File: config.mk
export PLATFORM = sky130hd
export DESIGN_NAME = dvp_app_end_flat
export DESIGN_NICKNAME = d
export VERILOG_FILES = /design/src/dvp_pkg.sv /design/src/dvp_link_if.sv /design/src/dvp_app_end.sv /design/src/flat_wrapper.sv
export VERILOG_INCLUDE_DIRS = /design/src /design/src/src
export SDC_FILE = /design/constraint.sdc
export NUM_CORES = 1
export LEC_CHECK = 0
export BUFFER_PORTS_ARGS = -buffer_cell sky130_fd_sc_hd__buf_2
export CAP_MARGIN = 20
export CORE_MARGIN = 2
export CORE_UTILIZATION = 60
export CTS_BUF_LIST = sky130_fd_sc_hd__clkbuf_8
export CTS_CLUSTER_DIAMETER = 60
export DETAILED_ROUTE_END_ITERATION = 10
export PLACE_DENSITY_LB_ADDON = 0.3
export SYNTH_ARGS = -nofsm -noshare
export SYNTH_HDL_FRONTEND = slang
export SYNTH_SLANG_ARGS = --single-unit
File: constraint.sdc
create_clock -name clk_sys_i -period 2.9 [get_ports clk_sys_i]
set_clock_uncertainty 0.1 [all_clocks]
set_input_delay 0 -clock clk_sys_i [delete_from_list [all_inputs] [get_ports clk_sys_i]]
set_output_delay 0 -clock clk_sys_i [all_outputs]
set_load 0.02 [all_outputs]
File: src/dvp_cfg.svh
// Overview of operation
// - Five lines: clock, outgoing pair, incoming pair
// - Port runs only from the external bit clock
// - Application makes bit clock, 0.2 to 10 MHz
// - Every transfer carries one 16-bit sample
// - Outgoing frame pulse: one period from rising edge
// - Sixteen following cycles shift outgoing sample out
// - New frame and sample about every 125 us
// - Incoming sample done within 100 us of frame
// - Incoming frame rises at outgoing frame fall or later; code raises it a few cycles before the device frame falls
// - Frames paced by network-locked 8 kHz tick
// - Frame spacing may wander one bit clock period
// - Application locks its rate to outgoing frames
// - Bit clock runs three cycles before first transfer; code starts a frame at the first bit clock rise with a tick pending
// - Bit clock runs three cycles after last bit
`ifndef DVP_CFG_SVH
`define DVP_CFG_SVH

`define DVP_SAMPLE_W 16
`define DVP_SYS_PERIOD_NS 5
// ****************************************************************
// Bit clock band and frame timing
// ****************************************************************
`define DVP_BCLK_PERIOD_MIN_NS 100
`define DVP_BCLK_PERIOD_MAX_NS 5000
`define DVP_RX_DONE_US 100
`define DVP_RX_DONE_NS (`DVP_RX_DONE_US * 1000)
// Least period rounds up, longest rounds down, in half periods
`define DVP_HALF_MIN_CYC \
  ((`DVP_BCLK_PERIOD_MIN_NS + 2 * `DVP_SYS_PERIOD_NS - 1) / (2 * `DVP_SYS_PERIOD_NS))
`define DVP_HALF_MAX_CYC (`DVP_BCLK_PERIOD_MAX_NS / (2 * `DVP_SYS_PERIOD_NS))
`define DVP_HALF_DEFAULT_CYC 13
`define DVP_SYNC_STAGES 3

`endif

File: src/dvp_pkg.sv
`include "dvp_cfg.svh"

package dvp_pkg;

  typedef logic [`DVP_SAMPLE_W-1:0] dvp_sample_t;
  typedef logic [$clog2(`DVP_SAMPLE_W+1)-1:0] dvp_count_t;
  typedef logic [$clog2(`DVP_HALF_MAX_CYC+1)-1:0] dvp_div_t;

  typedef enum logic [1:0] {
    SHF_IDLE = 2'b00,
    SHF_FRAME = 2'b01,
    SHF_SHIFT = 2'b10
  } dvp_shift_state_e;

  // Accept a pin change only once the two late stages agree
  function automatic logic dvp_agree(input logic s2, input logic s3, input logic cur);
    dvp_agree = (s2 == s3) ? s3 : cur;
  endfunction

endpackage

File: src/dvp_link_if.sv
`timescale 1ns/100ps
`default_nettype none

interface dvp_link_if;
  logic serial_bit_clock_alt;
  logic outgoing_sample_line;
  logic outgoing_frame_pulse;
  logic incoming_sample_line;
  logic incoming_frame_pulse;

  modport dev (
    input serial_bit_clock_alt,
    input incoming_sample_line,
    input incoming_frame_pulse,
    output outgoing_sample_line,
    output outgoing_frame_pulse
  );

  modport app (
    output serial_bit_clock_alt,
    output incoming_sample_line,
    output incoming_frame_pulse,
    input outgoing_sample_line,
    input outgoing_frame_pulse
  );
endinterface

`default_nettype wire

File: src/dvp_app_end.sv
`timescale 1ns/100ps
`default_nettype none
`include "dvp_cfg.svh"

module dvp_app_end #(
  parameter int HALF_CYC = `DVP_HALF_DEFAULT_CYC
) (
  input wire logic clk_sys_i,
  input wire logic nrst_i,
  input wire logic ce_i,
  input wire dvp_pkg::dvp_sample_t app_sample_i,
  output logic app_take_o,
  output var dvp_pkg::dvp_sample_t app_sample_o,
  output logic app_valid_o,
  dvp_link_if.app link
);
  import dvp_pkg::*;

  localparam int SW = `DVP_SAMPLE_W;
  localparam dvp_count_t CNT_FULL = dvp_count_t'(SW);
  localparam dvp_count_t CNT_ONE = dvp_count_t'(1);
  localparam dvp_div_t DIV_END = dvp_div_t'(HALF_CYC - 1);
  localparam dvp_div_t DIV_ONE = dvp_div_t'(1);

  // Band kept at elaboration; frame of 17 periods must fit the incoming deadline
  if (HALF_CYC < `DVP_HALF_MIN_CYC || HALF_CYC > `DVP_HALF_MAX_CYC) begin
    $error("HALF_CYC outside bit clock band");
  end
  if (2 * HALF_CYC * (SW + 1) * `DVP_SYS_PERIOD_NS > `DVP_RX_DONE_NS) begin
    $error("HALF_CYC too slow for incoming deadline");
  end

  // ****************************************************************
  // Bit clock divider, free running from reset release
  // ****************************************************************
  dvp_div_t div_q;
  dvp_div_t next_div;
  logic bclk_q;
  logic next_bclk;
  logic half_end;
  logic bclk_rise;
  logic bclk_fall;
  // Bit 1 outgoing frame, bit 0 outgoing data
  logic [1:0] sync1;
  logic [1:0] sync2;
  logic [1:0] sync3;
  logic [1:0] pin_lvl;
  logic [1:0] next_pin_lvl;

  always_comb begin
    half_end = (div_q == DIV_END);
    next_div = half_end ? '0 : div_q + DIV_ONE;
    // Not gated by the transfer state, so trail cycles exist whenever ce_i is high; lead cycles only until a tick is pending
    next_bclk = half_end ? ~bclk_q : bclk_q;
    bclk_rise = half_end & ~bclk_q;
    bclk_fall = half_end & bclk_q;
    for (int i = 0; i < 2; i++) begin
      next_pin_lvl[i] = dvp_agree(sync2[i], sync3[i], pin_lvl[i]);
    end
  end

  always_ff @(posedge clk_sys_i) begin
    if (!nrst_i) begin
      div_q <= '0;
      bclk_q <= 1'b0;
      sync1 <= 2'h0;
      sync2 <= 2'h0;
      sync3 <= 2'h0;
      pin_lvl <= 2'h0;
    end else if (ce_i) begin
      div_q <= next_div;
      bclk_q <= next_bclk;
      sync1 <= {link.outgoing_frame_pulse, link.outgoing_sample_line};
      sync2 <= sync1;
      sync3 <= sync2;
      pin_lvl <= next_pin_lvl;
    end
  end

  assign link.serial_bit_clock_alt = bclk_q;

  // ****************************************************************
  // Receive from device and answer in the same frame
  // ****************************************************************
  dvp_count_t rx_cnt;
  dvp_count_t next_rx_cnt;
  dvp_sample_t rx_sh;
  dvp_sample_t next_rx_sh;
  dvp_sample_t next_app_sample;
  logic next_app_valid;
  logic arm;
  logic next_arm;
  dvp_shift_state_e tx_state;
  dvp_shift_state_e next_tx_state;
  dvp_sample_t tx_sh;
  dvp_sample_t next_tx_sh;
  dvp_count_t tx_cnt;
  dvp_count_t next_tx_cnt;
  logic frame_q;
  logic next_frame_q;
  logic data_q;
  logic next_data_q;
  logic next_take;

  always_comb begin
    next_rx_cnt = rx_cnt;
    next_rx_sh = rx_sh;
    next_app_sample = app_sample_o;
    next_app_valid = 1'b0;
    next_arm = arm;
    next_tx_state = tx_state;
    next_tx_sh = tx_sh;
    next_tx_cnt = tx_cnt;
    next_frame_q = frame_q;
    next_data_q = data_q;
    next_take = 1'b0;
    if (bclk_fall) begin
      if (next_pin_lvl[1]) begin
        // Each device frame paces one answer
        next_rx_cnt = CNT_FULL;
        next_arm = 1'b1;
      end else if (rx_cnt != '0) begin
        next_rx_sh = {rx_sh[SW-2:0], next_pin_lvl[0]};
        next_rx_cnt = rx_cnt - CNT_ONE;
        if (rx_cnt == CNT_ONE) begin
          next_app_sample = {rx_sh[SW-2:0], next_pin_lvl[0]};
          next_app_valid = 1'b1;
        end
      end
    end
    if (bclk_rise) begin
      if (arm) begin
        // Rises on the bit clock rise that ends the device frame
        next_frame_q = 1'b1;
        next_data_q = 1'b0;
        next_tx_sh = app_sample_i;
        next_tx_cnt = '0;
        next_take = 1'b1;
        next_arm = 1'b0;
        next_tx_state = SHF_FRAME;
      end else begin
        unique case (tx_state)
          SHF_IDLE: begin
            next_data_q = 1'b0;
          end
          SHF_FRAME: begin
            next_frame_q = 1'b0;
            next_data_q = tx_sh[SW-1];
            next_tx_sh = {tx_sh[SW-2:0], 1'b0};
            next_tx_cnt = CNT_ONE;
            next_tx_state = SHF_SHIFT;
          end
          SHF_SHIFT: begin
            if (tx_cnt == CNT_FULL) begin
              next_data_q = 1'b0;
              next_tx_state = SHF_IDLE;
            end else begin
              next_data_q = tx_sh[SW-1];
              next_tx_sh = {tx_sh[SW-2:0], 1'b0};
              next_tx_cnt = tx_cnt + CNT_ONE;
            end
          end
          default: begin
            next_frame_q = 1'b0;
            next_tx_state = SHF_IDLE;
          end
        endcase
      end
    end
  end

  always_ff @(posedge clk_sys_i) begin
    if (!nrst_i) begin
      rx_cnt <= '0;
      rx_sh <= '0;
      app_sample_o <= '0;
      app_valid_o <= 1'b0;
      arm <= 1'b0;
      tx_state <= SHF_IDLE;
      tx_sh <= '0;
      tx_cnt <= '0;
      frame_q <= 1'b0;
      data_q <= 1'b0;
      app_take_o <= 1'b0;
    end else if (ce_i) begin
      rx_cnt <= next_rx_cnt;
      rx_sh <= next_rx_sh;
      app_sample_o <= next_app_sample;
      app_valid_o <= next_app_valid;
      arm <= next_arm;
      tx_state <= next_tx_state;
      tx_sh <= next_tx_sh;
      tx_cnt <= next_tx_cnt;
      frame_q <= next_frame_q;
      data_q <= next_data_q;
      app_take_o <= next_take;
    end
  end

  assign link.incoming_frame_pulse = frame_q;
  assign link.incoming_sample_line = data_q;

endmodule

`default_nettype wire

File: src/flat_wrapper.sv
// flat-port wrapper written by rule: the top's interface ports become plain ports
module dvp_app_end_flat import dvp_pkg::*;
#(
  parameter int HALF_CYC = `DVP_HALF_DEFAULT_CYC
)
  (clk_sys_i, nrst_i, ce_i, app_sample_i, app_take_o, app_sample_o, app_valid_o, link_serial_bit_clock_alt, link_incoming_sample_line, link_incoming_frame_pulse, link_outgoing_sample_line, link_outgoing_frame_pulse);
  dvp_link_if link_i ();
  input wire logic clk_sys_i;
  input wire logic nrst_i;
  input wire logic ce_i;
  input wire dvp_pkg::dvp_sample_t app_sample_i;
  output logic app_take_o;
  output var dvp_pkg::dvp_sample_t app_sample_o;
  output logic app_valid_o;
  output wire logic [$bits(link_i.serial_bit_clock_alt)-1:0] link_serial_bit_clock_alt;
  output wire logic [$bits(link_i.incoming_sample_line)-1:0] link_incoming_sample_line;
  output wire logic [$bits(link_i.incoming_frame_pulse)-1:0] link_incoming_frame_pulse;
  input wire logic [$bits(link_i.outgoing_sample_line)-1:0] link_outgoing_sample_line;
  input wire logic [$bits(link_i.outgoing_frame_pulse)-1:0] link_outgoing_frame_pulse;
  assign link_serial_bit_clock_alt = link_i.serial_bit_clock_alt;
  assign link_incoming_sample_line = link_i.incoming_sample_line;
  assign link_incoming_frame_pulse = link_i.incoming_frame_pulse;
  assign link_i.outgoing_sample_line = link_outgoing_sample_line;
  assign link_i.outgoing_frame_pulse = link_outgoing_frame_pulse;
  dvp_app_end #(.HALF_CYC(HALF_CYC)) u_core (.clk_sys_i(clk_sys_i), .nrst_i(nrst_i), .ce_i(ce_i), .app_sample_i(app_sample_i), .app_take_o(app_take_o), .app_sample_o(app_sample_o), .app_valid_o(app_valid_o), .link(link_i));
endmodule
Word-level counts from Yosys, hierarchy flattened. Index checks and enable logic that the tools add are counted. Widths: inputs -> output; s select.

Input bits: 21. Bits in registers: 82. Memory bits (read-only): 0. Logic and storage cells: 78. Bits in latches: 0. RAM bits: 0. Output and inout port bits: 21. Memories kept: 0.

Shift-type cells: 0. Bitwise operators: 4. Magnitude comparators: 0. Eq/ne operators: 11. Muxes and demuxes: 29. Reduce and logical (&&, ||, !) cells: 14. $add $sub $neg: 3. Divide/modulo/power cells: 0. $mul: 0.

Operators with widths (number): $mux 16 (2); $pmux 16 s2 (1); $mux 5 (4); $mux 1 (16); $reduce_and 4->1 (3); $pmux 5 s2 (1); $add 9x1->9 const B (1); $eq 9x4->1 const B (1); $mux 9 (1); $reduce_and 3->1 (3); $pmux 2 s3 (1); $add 5x1->5 const B (1); $eq 5x1->1 const B (1); $eq 5x5->1 const B (1); $reduce_and 5->1 (1); $reduce_bool 5->1 (1); $sub 5x1->5 const B (1); $mux 2 (2); $ne 2x1->1 const B (2); $reduce_bool 4->1 (1); $ne 3x1->1 const B (1); $ne 3x2->1 const B (1); $pmux 1 s3 (1); $reduce_bool 3->1 (1); other kinds (9) (12).

Logic depth before layout (Yosys ltp).
Depth in word-level cells: 6. Depth in mapped cells: 9. Mapped depth without buffers: 6.

Least setup slack after synthesis. No wires, ideal clock.

Kind: register to register. Start point: reg u_core.div_q[0]. End point: reg u_core.rx_sh[10]. Clock period less this slack: 1.997 ns. Path slack: 0.903 ns. Cell stages (with the launch flop): 9. Arrival: 1.777 ns. Required time: 2.680 ns. Path through: dfxtp_1 inv_1 ha_1 nor3b_4 nand4_4 or3_1 buf_6 buf_6 mux2i_1.

Word-level cells in the longest chain between the ends: 3.

Ends and longest elaborated chain: start: declaration (line dvp_app_end.sv:36) `dvp_div_t div_q;`; start signal: assignment (line dvp_app_end.sv:71) `div_q <= next_div;`; $eq 9x4->1 (line dvp_app_end.sv:51) `half_end = (div_q == DIV_END);`; $and 1x1->1 (line dvp_app_end.sv:56) `bclk_fall = half_end & bclk_q;`; $reduce_and 4->1 (no source line); end signal: assignment (line dvp_app_end.sv:187) `rx_sh <= next_rx_sh;`; end: declaration (line dvp_app_end.sv:87) `dvp_sample_t rx_sh;`.

Every way passes these cells. A chain may end at the register's enable or synchronous reset.

Worst setup path after layout.
Start point: reg u_core.div_q[0]. End point: reg u_core.tx_sh[15].

Word-level cells in the longest chain between the ends: 3.

Ends and longest elaborated chain: $eq 9x4->1 (line dvp_app_end.sv:51); $and 1x1->1 (line dvp_app_end.sv:55) `bclk_rise = half_end & ~bclk_q;`; $reduce_and 4->1 (no source line); end signal: assignment (line dvp_app_end.sv:192) `tx_sh <= next_tx_sh;`; end: declaration (line dvp_app_end.sv:95) `dvp_sample_t tx_sh;`.

Every way passes these cells.

==> impl_metrics.yaml <==
synthesis:
  synth_top_area_share: 0.4493
  synth_fa_ha_area_frac: 0.03664
  async_flop_share: 0
  synth.distinct_cells: 55
  synthFlopType: "dfxtp_1"
  synth_top_family_by_area: "simple AND/OR/NAND/NOR gates"
  synth_top_area_cell: "dfxtp_1"
  synth_xor_area_frac: 0.01918
  synth_area_um2: 3654
  yosysSeqAreaShare: 0.4493
  syn_avg_cell_area_um2: 9.441
  synth.area.mux_share: 0.1558
  synth-warning-count: 0
  yosysMostFrequentCell: "dfxtp_1"
  ys_top_cells_by_count: "dfxtp_1, nand2_1, mux2i_1"
  syn_nets: 417
  synth-compound-area-share: 0.08596
  synth_cells: 387
  synth-edff-count: 0
  synth-simple-area-share: 0.2031
  synth_area_leaders: "dfxtp_1, mux2i_1, nand2_1, mux2_2, nand4_1"
  ys_ff_latch: 82
critical_path:
  reg2reg_from: "u_core.div_q[0]"
  critPathRequiredTime_ps: 3030
  critPathKind: "reg2reg"
  crit_fanout: 18
  critPathLaunchType: "flip-flop"
  critPathLaunch: "u_core.div_q[0]"
  worstPathArrival_ps: 2790
  end_kind: "flip-flop"
grt:
  grt_max_degree: 74
  grt_pass1_vias: 2708
  antenna_found_initial: 0
  gr-total-overflow: 0
  grt_pass1_wl_um: 11900
  track_usage: 0.2287
timing:
  fin_crit_ps: 2661
  setup_violations: 0
  max_freq_mhz: 375.8
  fin_setup_tns_ps: 0
  fin_crit_sh: 0.9176
  hold_violations: 0
  hold_slack_ps: 76.08
  rsz0062_at_grt: "false"
  slew_headroom: 0.5534
  tightestPinTransition_ps: 669.9
  setup_ws_ps: 239.0
  final_max_slew_viol_count: 0
routing:
  postRouteAntennaNets: 0
  drt_iter0_drc: 156
  wirelength_um: 7206
  viasPerCell: 5.631
  wl_per_cell_um: 13.83
  num_vias: 2934
  firstDrtPassIters: 4
  route.detailed.drc: 0
die:
  row_count: 28
  die-area_um2: 6730
  die_y_um: 82.04
  die_w_um: 82.04
  start_util: 0.6207
  coreArea_um2: 5886
  ioPinCount: 42
worst_hold_path:
  min_path_type: "in2reg"
  holdCritStartpoint: "ce_i"
final_layout:
  drive_gt1_frac: 0.1973
  syn_to_final_growth_pct: 16.88
  antenna_cells: 0
  post_layout_nonfiller_instances: 521
  final_util: 0.7256
  final_nets: 471
clock_network:
  clock-sinks: 82
  htree_levels: 3
  clk_latency_ps: 350
  cts.repair.resized: 0
  path_clk_slew_ps: 80
  clockBufferDepth: 2
  cts_tree: "yes"
  post_cts_buffers: 0
  numCtsBuffers: 9
  cts_root_buf: "clkbuf_8"
place:
  placed_cells: 486
  portBuffers: 41
  gp_congestion: 0.8293
  pre_cts_ws_ps: 521.1
  place.detailed.hpwl_um: 4676
run_status:
  outcome: "completed"
power_and_ir_drop:
  powerDensity_nw_per_um2: 488.7
  p_leak_nw: 1.763
  ir_drop_uv: 423.9
job:
  maxCapViolCount: 0
final cells by class:
cell class / count / area, um^2
Inverter: 12 / 45.04
Fill cell: 435 / 1615
Sequential cell: 82 / 1642
Tap cell: 75 / 93.84
Clock inverter: 5 / 61.31
Multi-Input combinational cell: 269 / 1829
Timing Repair Buffer: 67 / 447.9
Clock buffer: 11 / 151.4
repair_timing:
action,CTS,global route
hold endpoints to repair,20,0
hold buffers,19,0
setup endpoints to repair,0,0
worst paths after layout:
| kind | slack [ps] | cells after the start | end |
|---|---|---|---|
| max reg2reg | 240 | 7 | u_core.tx_sh[15] |
| min reg2reg | 360 | 2 | u_core.app_sample_o[12] |
| min | 80 | 4 | u_core.div_q[0] |
| max | 240 | 7 | u_core.tx_sh[15] |
where the power goes:
| group | total (W) | internal [W] | switching (W) |
|---|---|---|---|
| combinational | 0.0000882 | 0.0000421 | 0.0000461 |
| sequential | 0.00114 | 0.00113 | 0.00000593 |
| clock | 0.000862 | 0.000450 | 0.000412 |
metrics by stage:
stage               power [W]  area [um^2]
floorplan            0.001210         3654
CTS                  0.002102         4270
detailed placement   0.001233         3867
finish               0.002087         4270
global placement     0.001231         3867
global route         0.002159         4270
state kept, by name, summed over array words and instances (netlist names):
signal and cells:
u_core.div_q 9, u_core.tx_sh 16, u_core.pin_lvl 2, u_core.tx_state 2, u_core.link.incoming_sample_line 1, u_core.app_sample_o 16, u_core.app_valid_o 1, u_core.arm 1
u_core.sync2 2, u_core.rx_sh 15, u_core.app_take_o 1, u_core.link.serial_bit_clock_alt 1, u_core.sync1 2, u_core.sync3 2, u_core.rx_cnt 5, u_core.link.incoming_frame_pulse 1
u_core.tx_cnt 5
cells by family after synthesis:
family | count (synthesis)
flops | 82
mux | 55
compound gates | 50
fa+ha+maj | 11
buf+inv | 36
xor+xnor | 8
simple gates | 145
placed cells by master (no fill, tap or decap), drive strengths merged, types with 8 or more instances in the layout:
cell / count
a21oi: 8
mux2: 15
ha: 9
o21ai: 21
dfxtp: 82
nand4: 23
nor2: 23
dlygate4sd3: 19
nand2: 68
mux2i: 40
clkbuf: 11
buf: 48
inv: 12
worst max-delay path, stage by stage, from the launching register on:
cell           delay (ps)
dfxtp_1               360
inv_1                  80
ha_1                  140
nor3b_4               340
and4_1                270
and2_1                510
o21ai_0               170
dlygate4sd3_1         580
routing by layer:
layer | up-vias | global-route usage | part of all wire | wire length, um
met5 | - | 0 | 0 | 0
met4 | 0 | 0.1117 | 0.021 | 150
met3 | 14 | 0.04725 | 0.035 | 249
met2 | 69 | 0.3911 | 0.50 | 3594
met1 | 1380 | 0.2723 | 0.45 | 3211
li1 | 1471 | - | - | -
No activity file was read; power rests on OpenSTA's default activity.
